[src/csel_pkg.sv]
/*
 * Constants, register map and types shared by the dual oscillator clock select block.
 * It assumes that both oscillators and the timer-0 count pin reach the block as
 * one-cycle tick pulses or levels that are synchronous to ref_clk.
 */
// Operation
// - Select bit zero picks secondary, one primary.
// - Reset loads enables and select from fuse.
// - Exactly one oscillator drives system clock. In the code neither one drives it while a switch is under way.
// - Switch completes within two periods each oscillator.
// - Selected oscillator's enable cannot be cleared.
// - Never switch toward a disabled oscillator.
// - No stability check before switching.
// - Idle keeps enabled oscillators running.
// - No source change during idle or power-down.
// - Power-down stops all oscillators.
// - Interrupt exit keeps enables and select unchanged.
// - Any reset restores fuse defaults, leaves low power.
// - Timer-0 input from pin or secondary divided 128.
// - Disabled oscillator powers down, secondary pins freed.
// - External secondary clock turns amplifier off.
// - Speed bit zero divides by two, even duty.
// - Speed bit one passes oscillator straight through.
// - Speed bit resets to inverse of its fuse.
// - Speed divider applies to both oscillators.
package csel_pkg;

    ////////////////////////////////////////////////////////////////////////////////
    // Register map.
    localparam logic [7:0] CSEL_ADDR_SOURCE_SELECT = 8'h85;
    localparam logic [7:0] CSEL_ADDR_OSC_CONTROL = 8'h86;
    localparam logic [7:0] CSEL_ADDR_CLOCK_CONTROL0 = 8'h8f;

    // Field positions.
    localparam int CSEL_BIT_SELECT = 0;
    localparam int CSEL_BIT_BUSY = 7;
    localparam int CSEL_BIT_PRIMARY_EN = 0;
    localparam int CSEL_BIT_SECONDARY_EN = 1;
    localparam int CSEL_BIT_SUBCLOCK = 2;
    localparam int CSEL_BIT_SPEED = 0;

    // Reset values of controls that no fuse sets.
    localparam logic CSEL_RST_SUBCLOCK = 1'b0;
    localparam logic [7:0] CSEL_RST_RDATA = 8'h00;

    // Source codes of the select bit.
    localparam logic CSEL_SRC_SECONDARY = 1'b0;
    localparam logic CSEL_SRC_PRIMARY = 1'b1;

    // Division ratios.
    localparam int CSEL_SPEED_DIV = 2;
    localparam int CSEL_SUBCLOCK_DIV = 128;

    ////////////////////////////////////////////////////////////////////////////////
    typedef enum logic [1:0] {
        CSEL_SW_RUN = 2'b00,
        CSEL_SW_DRAIN = 2'b01,
        CSEL_SW_ARM = 2'b10
    } csel_sw_state_t;

endpackage

[src/csel_clock_select.sv]
/*
 * Dual oscillator clock select: register file, enable interlocks, glitch-free
 * source switch, speed divider, timer-0 subclock tap and oscillator power controls.
 * It assumes oscillator ticks and the timer-0 pin are synchronous to ref_clk, and
 * that the low-power controller holds the idle and power-down levels while in a mode.
 */
// The implementer's own choice: strobed register access.
`timescale 1ns/1ps
module csel_clock_select (
    input wire logic ref_clk,
    input wire logic srst,
    input wire logic [7:0] regAddr,
    input wire logic [7:0] regWdata,
    input wire logic regWrite,
    input wire logic regRead,
    output logic [7:0] regRdata,
    input wire logic oscSelectFuse,
    input wire logic speedFuse,
    input wire logic secondaryExtClock,
    input wire logic idleMode,
    input wire logic powerDownMode,
    input wire logic primaryOscTick,
    input wire logic secondaryOscTick,
    input wire logic timer0CountPin,
    output logic sysClkTick,
    output logic sysClkLevel,
    output logic timer0CountIn,
    output logic primaryOscRun,
    output logic secondaryOscRun,
    output logic secondaryAmpEnable,
    output logic secondaryInPinGpio,
    output logic secondaryOutPinGpio,
    output logic switchBusy
);

    typedef struct packed {
        logic sourceSelect;
        logic primaryEn;
        logic secondaryEn;
        logic subclock;
        logic speed;
        logic activeSource;
        logic targetSource;
        csel_pkg::csel_sw_state_t sw;
        logic timer0In;
        logic [7:0] rdata;
    } csel_state_t;

    csel_state_t state_q;
    csel_state_t state_d;

    logic lowPower;
    logic primaryTick;
    logic secondaryTick;
    logic oldTick;
    logic newTick;
    logic gatedTick;
    logic subTickLevel;
    logic speedTick;
    logic speedLevel;

    ////////////////////////////////////////////////////////////////////////////////
    // Decoding shared by the read and the write path, and the source pick used by the mux and the switch sequencer.
    function automatic logic csel_hit(input logic [7:0] addr, input logic [7:0] reg_addr);
        csel_hit = (addr == reg_addr);
    endfunction

    function automatic logic csel_pick(input logic src, input logic prim, input logic sec);
        csel_pick = (src == csel_pkg::CSEL_SRC_PRIMARY) ? prim : sec;
    endfunction

    ////////////////////////////////////////////////////////////////////////////////
    // Oscillator run controls and pin release.
    assign lowPower = idleMode | powerDownMode;
    assign primaryOscRun = state_q.primaryEn & ~powerDownMode;
    assign secondaryOscRun = state_q.secondaryEn & ~powerDownMode;
    assign secondaryAmpEnable = secondaryOscRun & ~secondaryExtClock;
    assign secondaryInPinGpio = ~state_q.secondaryEn;
    assign secondaryOutPinGpio = ~state_q.secondaryEn | secondaryExtClock;

    // A stopped oscillator delivers no ticks.
    assign primaryTick = primaryOscTick & primaryOscRun;
    assign secondaryTick = secondaryOscTick & secondaryOscRun;

    ////////////////////////////////////////////////////////////////////////////////
    // Only the active source passes, and nothing passes while a switch is under way,
    // so the system clock never sees a mix of both or a shortened period.
    assign oldTick = csel_pick(state_q.activeSource, primaryTick, secondaryTick);
    assign newTick = csel_pick(state_q.targetSource, primaryTick, secondaryTick);
    assign gatedTick = (state_q.sw == csel_pkg::CSEL_SW_RUN) ? oldTick : 1'b0;
    assign switchBusy = (state_q.sw != csel_pkg::CSEL_SW_RUN);

    ////////////////////////////////////////////////////////////////////////////////
    // Speed divider sits after the source mux, so it serves either oscillator.
    csel_tick_div #(
        .DIV(csel_pkg::CSEL_SPEED_DIV)
    ) u_speed_div (
        .ref_clk(ref_clk),
        .srst(srst),
        .tickIn(gatedTick),
        .bypass(state_q.speed),
        .tickOut(speedTick),
        .levelOut(speedLevel)
    );

    // Subclock tap runs on the secondary oscillator whatever source is selected.
    csel_tick_div #(
        .DIV(csel_pkg::CSEL_SUBCLOCK_DIV)
    ) u_sub_div (
        .ref_clk(ref_clk),
        .srst(srst),
        .tickIn(secondaryTick),
        .bypass(1'b0),
        .tickOut(),
        .levelOut(subTickLevel)
    );

    assign sysClkTick = speedTick;
    assign sysClkLevel = speedLevel;
    assign timer0CountIn = state_q.timer0In;

    ////////////////////////////////////////////////////////////////////////////////
    // Register writes, interlocks, switch sequencer and read data.
    always_comb begin
        state_d = state_q;
        state_d.rdata = csel_pkg::CSEL_RST_RDATA;
        // The subclock square wave is valid only while the secondary oscillator runs.
        state_d.timer0In = state_q.subclock ? subTickLevel : timer0CountPin;

        if (regWrite) begin
            if (csel_hit(regAddr, csel_pkg::CSEL_ADDR_SOURCE_SELECT)) begin
                // The request is taken as soon as the target is enabled; settling is
                // left to software.
                if (!lowPower) begin
                    if (regWdata[csel_pkg::CSEL_BIT_SELECT] == csel_pkg::CSEL_SRC_PRIMARY) begin
                        if (state_q.primaryEn) begin
                            state_d.sourceSelect = csel_pkg::CSEL_SRC_PRIMARY;
                        end
                    end else begin
                        if (state_q.secondaryEn) begin
                            state_d.sourceSelect = csel_pkg::CSEL_SRC_SECONDARY;
                        end
                    end
                end
            end
            if (csel_hit(regAddr, csel_pkg::CSEL_ADDR_OSC_CONTROL)) begin
                // Clearing the enable of the selected source is ignored.
                state_d.primaryEn = regWdata[csel_pkg::CSEL_BIT_PRIMARY_EN]
                    | (state_q.sourceSelect == csel_pkg::CSEL_SRC_PRIMARY);
                state_d.secondaryEn = regWdata[csel_pkg::CSEL_BIT_SECONDARY_EN]
                    | (state_q.sourceSelect == csel_pkg::CSEL_SRC_SECONDARY);
                state_d.subclock = regWdata[csel_pkg::CSEL_BIT_SUBCLOCK];
            end
            if (csel_hit(regAddr, csel_pkg::CSEL_ADDR_CLOCK_CONTROL0)) begin
                state_d.speed = regWdata[csel_pkg::CSEL_BIT_SPEED];
            end
        end

        if (regRead) begin
            if (csel_hit(regAddr, csel_pkg::CSEL_ADDR_SOURCE_SELECT)) begin
                state_d.rdata[csel_pkg::CSEL_BIT_SELECT] = state_q.sourceSelect;
                state_d.rdata[csel_pkg::CSEL_BIT_BUSY] = switchBusy;
            end
            if (csel_hit(regAddr, csel_pkg::CSEL_ADDR_OSC_CONTROL)) begin
                state_d.rdata[csel_pkg::CSEL_BIT_PRIMARY_EN] = state_q.primaryEn;
                state_d.rdata[csel_pkg::CSEL_BIT_SECONDARY_EN] = state_q.secondaryEn;
                state_d.rdata[csel_pkg::CSEL_BIT_SUBCLOCK] = state_q.subclock;
            end
            if (csel_hit(regAddr, csel_pkg::CSEL_ADDR_CLOCK_CONTROL0)) begin
                state_d.rdata[csel_pkg::CSEL_BIT_SPEED] = state_q.speed;
            end
        end

        // Gate off as the switch starts, wait for the old source's tick, then open on the new source's tick:
        // at most one period of each, well inside two.
        unique case (state_q.sw)
            csel_pkg::CSEL_SW_RUN: begin
                if (state_q.sourceSelect != state_q.activeSource) begin
                    state_d.targetSource = state_q.sourceSelect;
                    state_d.sw = csel_pkg::CSEL_SW_DRAIN;
                end
            end
            csel_pkg::CSEL_SW_DRAIN: begin
                // A source that software has already disabled has no edge left to wait
                // for, so the drain ends at once rather than stalling the switch.
                if (oldTick
                    || !csel_pick(state_q.activeSource, state_q.primaryEn, state_q.secondaryEn)) begin
                    state_d.sw = csel_pkg::CSEL_SW_ARM;
                end
            end
            csel_pkg::CSEL_SW_ARM: begin
                if (newTick) begin
                    state_d.activeSource = state_q.targetSource;
                    state_d.sw = csel_pkg::CSEL_SW_RUN;
                end
            end
            default: begin
                state_d.sw = csel_pkg::CSEL_SW_RUN;
            end
        endcase
    end

    always_ff @(posedge ref_clk) begin
        if (srst) begin
            state_q.sourceSelect <= oscSelectFuse;
            state_q.primaryEn <= oscSelectFuse;
            state_q.secondaryEn <= ~oscSelectFuse;
            state_q.subclock <= csel_pkg::CSEL_RST_SUBCLOCK;
            state_q.speed <= ~speedFuse;
            state_q.activeSource <= oscSelectFuse;
            state_q.targetSource <= oscSelectFuse;
            state_q.sw <= csel_pkg::CSEL_SW_RUN;
            state_q.timer0In <= 1'b0;
            state_q.rdata <= csel_pkg::CSEL_RST_RDATA;
        end else begin
            state_q <= state_d;
        end
    end

    assign regRdata = state_q.rdata;

endmodule

[src/csel_tick_div.sv]
/*
 * Tick divider: passes every DIV-th input tick as an output tick and toggles a
 * square level every DIV/2 input ticks, or passes ticks straight when bypassed.
 * It assumes input ticks are single ref_clk cycles and DIV is even and at least two.
 */
`timescale 1ns/1ps
module csel_tick_div #(
    parameter int DIV = 2
) (
    input wire logic ref_clk,
    input wire logic srst,
    input wire logic tickIn,
    input wire logic bypass,
    output logic tickOut,
    output logic levelOut
);

    localparam int CW = $clog2(DIV);
    localparam logic [CW-1:0] LAST = CW'(DIV - 1);
    localparam logic [CW-1:0] HALF = CW'(DIV / 2 - 1);

    typedef struct packed {
        logic [CW-1:0] count;
        logic level;
        logic tick;
    } csel_div_state_t;

    csel_div_state_t state_q;
    csel_div_state_t state_d;

    ////////////////////////////////////////////////////////////////////////////////
    // The level toggles on the half-way and on the final count, so it has an even duty
    // cycle when the input ticks are evenly spaced.
    always_comb begin
        state_d = state_q;
        state_d.tick = 1'b0;
        if (tickIn) begin
            if (bypass) begin
                state_d.tick = 1'b1;
                state_d.level = ~state_q.level;
                state_d.count = '0;
            end else if (state_q.count == LAST) begin
                state_d.count = '0;
                state_d.tick = 1'b1;
                state_d.level = ~state_q.level;
            end else begin
                state_d.count = state_q.count + CW'(1);
                if (state_q.count == HALF) begin
                    state_d.level = ~state_q.level;
                end
            end
        end
    end

    always_ff @(posedge ref_clk) begin
        if (srst) begin
            state_q <= '0;
        end else begin
            state_q <= state_d;
        end
    end

    assign tickOut = state_q.tick;
    assign levelOut = state_q.level;

endmodule

[config.mk]
export PLATFORM = sky130hd
export DESIGN_NAME = csel_clock_select
export DESIGN_NICKNAME = d
export VERILOG_FILES = /design/src/csel_pkg.sv /design/src/csel_clock_select.sv /design/src/csel_tick_div.sv
export SDC_FILE = /design/constraint.sdc
export NUM_CORES = 1
export LEC_CHECK = 0
export ABC_AREA = 1
export BUFFER_PORTS_ARGS = -buffer_cell sky130_fd_sc_hd__buf_4
export CAP_MARGIN = 20
export CORE_MARGIN = 2
export CORE_UTILIZATION = 40
export DETAILED_ROUTE_END_ITERATION = 10
export GPL_ROUTABILITY_DRIVEN = 0
export GPL_TIMING_DRIVEN = 0
export SYNTH_ARGS = -nofsm -noshare
export SYNTH_HDL_FRONTEND = slang
export SYNTH_HIERARCHICAL = 1
export SYNTH_SLANG_ARGS = --single-unit
export TNS_END_PERCENT = 1
[constraint.sdc]
create_clock -name ref_clk -period 1.3 [get_ports ref_clk]
set_input_delay 0.13 -clock ref_clk [delete_from_list [all_inputs] [get_ports ref_clk]]
set_output_delay 0.13 -clock ref_clk [all_outputs]
set_load 0.005 [all_outputs]
== Word level (Yosys, flattened, before mapping) ==
Cells that the tools add are included.
Word-level totals
  bits in registers: 29
  input port bits: 28
  output and inout bits: 17
  logic and storage cells: 112
Cells by class
  add/sub/neg operators: 2
  equal/unequal tests: 13
  muxes and demuxes: 32
  bitwise operators: 21
  reduce and logical (&&, ||, !) cells: 26
Operators with widths (count)
  == test 8 bit, second input constant: 3
  two-way mux 1 bit: 20
  nonzero test 2 bit: 10
  two-way mux 18 bit: 1
  two-way mux 3 bit: 5
  inverter 1 bit: 12
  AND reduction 2 bit: 6
  two-way mux 8 bit: 1
  adder 7 x 1 -> 7 bit, second input constant: 1
  == test 7 x 6 -> 1 bit, second input constant: 1
  == test 7 bit, second input constant: 1
  two-way mux 2 bit: 3
  inequality test 2 bit, second input constant: 3
  one-hot mux 2 bit (3 select lines): 1
  OR reduction 3 bit: 2
  bitwise AND 1 bit: 5
  two-way mux 5 bit: 1
  AND reduction 5 bit: 1
  bitwise OR 1 bit: 4
  OR reduction 2 bit: 2
  inequality test 3 x 2 -> 1 bit, second input constant: 1
  AND reduction 3 bit: 1
  nonzero test 3 bit: 1
  == test 2 x 1 -> 1 bit, second input constant: 1
  7 further kinds: 7

== Logic depth before layout (Yosys ltp) ==
Gate-level depths: netlist of the first run.
  depth after elaboration: 8
  mapped depth: 9
  depth with buffers taken out: 9

== Hierarchy ==
Netlist of the first run, hierarchy kept.
By module, submodules not included
  csel_clock_select: times used 1, cells each 122, area an instance 874.6 um2, seq. area each 340.3 um2
  csel_tick_div (u_sub_div): times used 1, cells each 62, area an instance 459.2 um2, seq. area each 180.2 um2
  csel_tick_div (u_speed_div): times used 1, cells each 14, area an instance 111.4 um2, seq. area each 60.1 um2

== Worst setup path before layout of the first run ==
Ideal clock, no wire load.
  path type: register to register
  from: register state_q[15] (netlist name)
  to: register u_sub_div/state_q[8] (netlist name)
  setup time: 0.062 ns
  arrival: 1.056 ns
  required time: 1.238 ns
  slack: 0.182 ns
  cell stages (with the launch flop): 9
  period minus slack after synthesis: 1.118 ns
  cells stage by stage: edfxtp_1 -> nand3_1 -> inv_2 -> nand2_2 -> nor2_2 -> nand2_2 -> o21ai_2 -> nand2_1 -> nor2_2
Between the ends
  cells in the longest elaborated chain, start to end: 2
Ends and longest elaborated chain
  from (decl): line csel_clock_select.sv:49  | csel_state_t state_q;
  from (signal assigned): line csel_clock_select.sv:216  | state_q <= state_d;
  bitwise AND 1 bit: line csel_clock_select.sv:76  | assign secondaryOscRun = state_q.secondaryEn & ~powerDownMode;
  bitwise AND 1 bit: line csel_clock_select.sv:83  | assign secondaryTick = secondaryOscTick & secondaryOscRun;
  via secondaryTick: line csel_clock_select.sv:54  | logic secondaryTick;
  to (signal assigned): line csel_tick_div.sv:59  | state_q <= state_d;
  to (decl): line csel_tick_div.sv:28  | csel_div_state_t state_q;
The timed path passes the listed nets, and every way through them passes these cells.
A chain may end at the register's enable or synchronous reset.

== Worst setup path in the final report of the first run ==
  from: register state_q[15] (netlist name)
  to: output port secondaryOutPinGpio
Between the ends
  cells in the longest elaborated chain, start to end: 2
Ends and longest elaborated chain
  inverter 1 bit: line csel_clock_select.sv:79  | assign secondaryOutPinGpio = ~state_q.secondaryEn | secondaryExtClock;
  bitwise OR 1 bit: line csel_clock_select.sv:79
  to (decl): line csel_clock_select.sv:32  | output logic secondaryOutPinGpio,
Every way passes these cells.

==> results of run 1 <==
==> stage by stage <==
stage	utilization (%)	cell area, um2	TNS [ps]	setup WS, ps
after global placement	52.3	1760	0	22.9
after detailed placement	52.3	1760	0	11.1
after CTS	53.8	1810	-35.6	-29.5
after floorplan	-	1440	0	182
after global routing	54.9	1850	-398	-98.1
final	54.9	1850	-49.8	-37.0
==> cell type report <==
class	instances	area [um2]	area share, %
Clock buffer	3	22.5	1.22
Tap cell	46	57.6	3.12
Multi-Input combinational cell	136	718	38.9
Inverter	31	119	6.44
Buffer	9	65.1	3.53
Timing Repair Buffer	39	295	16.0
Sequential cell	25	563	30.5
Clock inverter	1	5.00	0.271
==> final timing paths <==
kind / start / endpoint
worst max-delay path: state_q[15] / secondaryOutPinGpio
worst min register to register: u_sub_div/state_q[2] / u_sub_div/state_q[2]
worst min-delay path: timer0CountPin / timer0CountIn
worst max register to register: state_q[15] / u_sub_div/state_q[8]
==> metal layers <==
metal  up-vias  track usage [%]  routed length [um]  share of wire, %
li1        706                -                   -                 -
met1       531             21.6                1450                50
met2        30             24.2                1270                44
met3         4             2.50                 132               4.6
met4         0             4.89                  30               1.0
met5         -                0                   0                 0
==> critical path, delay by kind of cell (launching register included) <==
| family | cells | cell delay, ps |
|---|---|---|
| AND/OR/NAND/NOR | 1 | 210 |
| buffers and inverters | 2 | 220 |
| flip-flops | 1 | 470 |
==> power groups by stage <==
| stage | logic, mW | clock network [mW] | registers [mW] |
|---|---|---|---|
| after global placement | 0.309 | 0 | 0.890 |
| final | 0.325 | 0.356 | 0.875 |
| after global routing | 0.368 | 0.406 | 0.881 |
| after detailed placement | 0.311 | 0 | 0.890 |
| after floorplan | 0.179 | 0 | 0.884 |
| after CTS | 0.320 | 0.378 | 0.874 |
==> state kept, by name, summed over array words and instances (netlist names) <==
| register | cells |
|---|---|
| regRdata | 4 |
| state_q | 9 |
| timer0CountIn | 1 |
| u_speed_div/levelOut | 1 |
| u_speed_div/state_q | 1 |
| u_speed_div/tickOut | 1 |
| u_sub_div/levelOut | 1 |
| u_sub_div/state_q | 7 |
==> repair_timing <==
item | in CTS | in global routing
gates resized for setup | 2 | 7
pin swaps | 0 | 3
buffers inserted | 2 | 1
endpoints found under the hold margin | 0 | 1
setup endpoints to repair | 5 | 14
hold buffers | 0 | 1
==> flow_summary.yaml, run 1 <==
sta:
  slew_violations: 0
  setup_viol_count_final: 3
  max_freq_mhz: 748
  setup_ws_ps: -37.0
  whs_ps: 20.3
  finalClockSkew_ps: 9.41
  hold_violations: 0
  rsz0062_at_grt: "true"
  finalCriticalPeriod_ps: 1340
  post-route-period-util_pct: 103
place:
  numPortBuffers: 35
  hpwl_um: 2260
  place_inst: 282
global_routing:
  track_usage_pct: 15.4
  grt_pass1_wl_um: 5000
  grt_pass1_vias: 1169
  grt_max_degree: 15
  grt-ovfl-total: 0
  antenna_found_initial: 0
detailed_routing:
  ant_nets: 0
  drc: 0
  vias: 1271
  firstDrtPassIters: 4
  drtIter0Drc: 32
  wire_per_inst_um: 9.94
  drt_wl_total_um: 2880
  vias_per_cell: 4.38
final_layout:
  layout-drive-gt1-share_pct: 35.2
  syn2layout_area_growth_pct: 30.1
  fill_cells: 348
  final_nets: 274
  final_cell_mix: "46 x buf_4, 40 x nand2_1, 23 x nor2_1, 19 x inv_1"
  instances_no_fill: 290
  diodes: 0
  final_common_cell: "buf_4"
floorplan:
  core_area_mm2: 0.00336
  die_x_um: 63.6
  rows: 21
  initial_core_util_pct: 42.2
  ios: 45
  dieHeight_um: 63.6
  dieArea_mm2: 0.00404
pwr:
  power_mw: 1.56
  peakVddDrop_mv: 0.570
  swShare_pct: 28.6
  p_clk_share_pct: 22.9
  p_sw_mw: 0.445
  p_seq_share_pct: 56.2
  combPwrFrac_pct: 20.9
  p_leak_nw: 0.899
  intPower_mw: 1.11
  power_density_mw_per_mm2: 843
worst_setup_path:
  crit_chain: "inv_2, or2_1, buf_4"
  critPathSlowestCell: "edfxtp_1"
  r2r_cells: 8
  endpoint_kind: "output port"
  rrSetupSlack_ps: 50
  cp.arrival_ps: 1210
  crit_required_ps: 1170
  path_max_fanout: 4
  crit_path_max_incr_delay_ps: 470
  cp-start-kind: "flip-flop"
  crit_type: "flip-flop to output port"
status:
  violations: "setup timing"
  status: "complete, but fails checks"
logic_synthesis:
  ys_warn_count: 6
  postSynthCellCount: 196
  syn_avg_cell_area_um2: 7.24
  synth_area_mm2: 0.00142
cts:
  cts_tree: "done"
  clock_sinks: 25
  h-tree-depth: 1
  max-clock-path-buffers: 2
  ctsRootBufferMaster: "clkbuf_4"
  cts_buffers: 3
  worstSkewPairLatency_ps: 320
  path_clk_slew_ps: 150
job:
  drv_cap: 0
worst_hold_path:
  worstHoldPathType: "input port to flip-flop"
  hold_path_depth: 3
(Power assumes the default switching activity.)
==> run 2, diff against run 1 <==
Clock period 1.3 ns to 1.33 ns, I/O delays scaled along.
==> flow_summary.yaml, run 2 (synthesis results as in run 1) <==
status:
  violations: "setup timing"
  status: "complete, but fails checks"
cts:
  clock_sinks: 25
  path_clk_slew_ps: 140
  hold_buffers: 0
  ctsRootBufferMaster: "clkbuf_4"
  max-clock-path-buffers: 2
  h-tree-depth: 1
  cts_tree: "done"
  cts_buffers: 3
  worstSkewPairLatency_ps: 320
final_layout:
  regArea_um2: 563
  fill_cells: 350
  largest_register_ffs: 9
  final_cell_mix: "46 x buf_4, 40 x nand2_1, 23 x nor2_1, 19 x inv_1, 18 x nand3_1"
  layout-drive-gt1-share_pct: 34.6
  instances_no_fill: 289
  final_area_mm2: 0.00183
  largest-register: "state_q"
  final_nets: 273
  multi_input_area_um2: 711
  final_common_cell: "buf_4"
  syn2layout_area_growth_pct: 28.7
  diodes: 0
worst_setup_path:
  rrSetupSlack_ps: 40
  crit_chain: "inv_2, or2_1, buf_4"
  r2r_cells: 8
  critPathSlowestCell: "edfxtp_1"
  path_max_fanout: 4
  cp-start-kind: "flip-flop"
  crit_path_max_incr_delay_ps: 460
  crit_required_ps: 1200
  crit_type: "flip-flop to output port"
  critPathLaunch: "state_q[15]"
  cp.arrival_ps: 1200
  crit_end: "secondaryOutPinGpio"
  r2r_end: "u_sub_div/state_q[8]"
  endpoint_kind: "output port"
  r2r_start: "state_q[15]"
sta:
  finalClockSkew_ps: 4.17
  setup_tns_ps: -7.59
  whs_ps: 24.7
  rsz0062_at_grt: "true"
  slew_violations: 0
  hold_violations: 0
  post-route-period-util_pct: 101
  finalCriticalPeriod_ps: 1340
  setup_ws_ps: -7.59
  max_freq_mhz: 748
  setup_viol_count_final: 1
floorplan:
  core_area_mm2: 0.00336
  die_x_um: 63.6
  rows: 21
  dieArea_mm2: 0.00404
  ios: 45
  dieHeight_um: 63.6
  initial_core_util_pct: 42.2
detailed_routing:
  drt_wl_total_um: 2840
  drc: 0
  drtIter0Drc: 30
  wire_per_inst_um: 9.84
  ant_nets: 0
  vias_per_cell: 4.40
  firstDrtPassIters: 4
  vias: 1272
pwr:
  swShare_pct: 28.6
  p_clk_share_pct: 23.0
  p_leak_nw: 0.898
  peakVddDrop_mv: 0.543
  combPwrFrac_pct: 20.6
  p_sw_mw: 0.434
  power_density_mw_per_mm2: 831
  p_seq_share_pct: 56.3
  intPower_mw: 1.08
global_routing:
  grt_max_degree: 15
  use_met1_pct: 21.5
  grt_util_met2_pct: 24.1
  grt-busiest-layer: "met2"
  grt-ovfl-total: 0
  track_usage_pct: 15.4
  globalRouteMet3Util_pct: 2.50
  antenna_found_initial: 0
  grt_pass1_vias: 1154
  grt_pass1_wl_um: 4970
place:
  numPortBuffers: 35
  place_inst: 282
  placed_area_mm2: 0.00176
  place_ws_ps: 41.1
  hpwl_um: 2260
job:
  drv_cap: 0
worst_hold_path:
  min-delay-start: "regWdata[2]"
  worstHoldPathType: "input port to flip-flop"
## run 2: changes by cell type in the layout (fill, tap and decap cells not counted), sizes merged
cell / previous run / this run
dlygate4sd3: 1 / 0
## run 2: timing repair
item	CTS	global route
setup endpoints to repair	1	11
setup buffers	2	1
gates resized for setup	0	6
## run 2: how the worst min path moves through the flow
| stage | depth (start not counted) | endpoint | slack, ps |
|---|---|---|---|
| after floorplan | 1 | state_q[9] | 200 |
| after global placement | 3 | state_q[14] | 360 |
| after detailed placement | 3 | state_q[14] | 370 |
| after CTS | 3 | state_q[14] | 10 |
| after global routing | 3 | state_q[14] | 0.3 |
| final | 3 | state_q[14] | 20 |
## run 2: power by group through the flow
stage | clock network [mW] | registers [mW] | logic [mW]
finish | 0.349 | 0.855 | 0.313
CTS | 0.369 | 0.853 | 0.311
detailed placement | 0 | 0.870 | 0.304
floorplan | 0 | 0.864 | 0.175
global placement | 0 | 0.870 | 0.302
global route | 0.397 | 0.861 | 0.356
## run 2: final cells by class
cell class	instances	share of cell area (%)
timing repair buffer	38	15.6
buffer	9	3.56
sequential	25	30.8
tap	46	3.15
multi-input combinational	136	38.9
inverter	31	6.37
clock inverter	1	0.274
clock buffer	3	1.23
## run 2: stage by stage
stage               util, %  total power, mW
detailed placement     52.3             1.17
finish                 54.3             1.52
CTS                    53.5             1.53
global placement       52.3             1.17
floorplan                 -             1.04
global route           54.3             1.61
## run 2: per-layer routing
metal  part of all wire (%)  routed length, um
met5                      0                  0
met4                    1.1                 30
met3                    4.9                139
met2                     44               1250
met1                     50               1430
## run 2: critical path: cells and delay by family, from the launching register on
kind	cells	cell delay, ps
buffers and inverters	2	210
flip-flops	1	460
AND/OR/NAND/NOR	1	210
==> run 3, diff against run 2 <==
Settings changed: ABC_AREA 1 to unset, CORE_UTILIZATION 40 to 30.
==> flow_summary.yaml, run 3 <==
status:
  status: "complete, but fails checks"
  violations: "setup timing"
detailed_routing:
  vias_per_cell: 4.84
  drt_wl_total_um: 3380
  drc: 0
  firstDrtPassIters: 4
  ant_nets: 0
  vias: 1267
  drtIter0Drc: 52
  wire_per_inst_um: 12.9
place:
  placed_area_mm2: 0.00173
  hpwl_um: 2370
  numPortBuffers: 35
global_routing:
  grt_pass1_wl_um: 5360
  antenna_found_initial: 0
  grt-ovfl-total: 0
  grt_pass1_vias: 1139
  grt_max_degree: 15
  track_usage_pct: 13.2
worst_setup_path:
  cp-start-kind: "flip-flop"
  cp.arrival_ps: 1620
  endpoint_kind: "flip-flop"
  crit_required_ps: 1540
  path_max_fanout: 6
  crit_type: "flip-flop to flip-flop"
logic_synthesis:
  synth_area_mm2: 0.00137
  postSynthCellCount: 150
  ys_warn_count: 6
  syn_avg_cell_area_um2: 9.13
sta:
  post-route-period-util_pct: 106
  finalCriticalPeriod_ps: 1410
  setup_viol_count_final: 7
  setup_ws_ps: -75.3
  max_freq_mhz: 712
  rsz0062_at_grt: "true"
  slew_violations: 0
  finalClockSkew_ps: 1.80
  hold_violations: 0
final_layout:
  final_nets: 240
  largest_register_ffs: 9
  final_core_util_pct: 45.7
  fill_cells: 437
  final_area_mm2: 0.00200
  diodes: 0
  final_common_cell: "buf_4"
  syn2layout_area_growth_pct: 46.2
  final_cell_mix: "52 x buf_4, 19 x dfxtp_1, 12 x nand2_1, 9 x nor2_1, 9 x inv_1"
  layout-drive-gt1-share_pct: 43.3
  largest-register: "state_q"
cts:
  ctsRootBufferMaster: "clkbuf_8"
  max-clock-path-buffers: 2
  path_clk_slew_ps: 90
  worstSkewPairLatency_ps: 270
  clock_sinks: 25
  h-tree-depth: 1
  hold_buffers: 0
  cts_buffers: 3
  cts_tree: "done"
pwr:
  p_leak_nw: 0.881
  power_density_mw_per_mm2: 850
  peakVddDrop_mv: 0.342
  power_mw: 1.70
floorplan:
  core_area_mm2: 0.00438
  dieHeight_um: 71.6
  dieArea_mm2: 0.00512
  initial_core_util_pct: 31.2
  rows: 24
  die_x_um: 71.6
  ios: 45
worst_hold_path:
  worstHoldPathType: "input port to flip-flop"
job:
  drv_cap: 0
==> run 3: final timing paths <==
| path | start | end | slack, ps | cells after the start |
|---|---|---|---|---|
| setup / recovery | state_q[16] | u_speed_div/state_q[2] | -80 | 4 |
| hold / removal | srst | u_speed_div/state_q[2] | 100 | 2 |
| setup reg to reg | state_q[16] | u_speed_div/state_q[2] | -80 | 4 |
| hold reg to reg | u_speed_div/state_q[2] | u_speed_div/state_q[2] | 490 | 2 |
==> run 3: critical path: stages, from the launching register on <==
cell and delay (ps):
edfxtp_1 500, nand3_2 110, a211oi_2 240, or3b_1 360, a21oi_1 130
==> run 3: layout make-up <==
cell class / count / area, um2 / area share (%)
Inverter: 10 / 37.5 / 1.87
Buffer: 12 / 90.1 / 4.50
Sequential cell: 25 / 561 / 28.0
Multi-Input combinational cell: 110 / 817 / 40.8
Clock buffer: 3 / 41.3 / 2.06
Clock inverter: 1 / 5.00 / 0.250
Tap cell: 52 / 65.1 / 3.25
Timing Repair Buffer: 49 / 387 / 19.3
==> run 3: power breakdown <==
group | leakage [nW] | switching (mW) | internal, mW | total [mW]
clock network | 0.0255 | 0.252 | 0.210 | 0.462
logic | 0.643 | 0.173 | 0.209 | 0.382
registers | 0.213 | 0.0385 | 0.819 | 0.858
total | 0.881 | 0.464 | 1.24 | 1.70
==> run 3: stage by stage <==
step	worst slack, ps	instances	hold WS, ps	TNS, ps
2_1_floorplan	-93.7	157	202	-359
3_3_place_gp	-280	244	365	-1550
3_5_place_dp	-279	244	376	-1490
4_1_cts	-63.3	259	92.8	-265
5_1_grt	-168	262	89.6	-1120
6_report	-75.3	262	95.9	-244
==> run 3: repair_timing <==
| action | CTS | global route |
|---|---|---|
| gates resized for setup | 11 | 13 |
| pin swaps | 6 | 10 |
| hold endpoints to repair | 0 | 0 |
| buffers inserted | 11 | 3 |
| endpoints found under the setup margin | 9 | 14 |
==> run 3: layer usage <==
layer  share of wire, %  track usage [%]
met3                4.3             1.83
met5                  0                0
met2                 47             20.3
met1                 47             18.6
met4                1.7             5.66
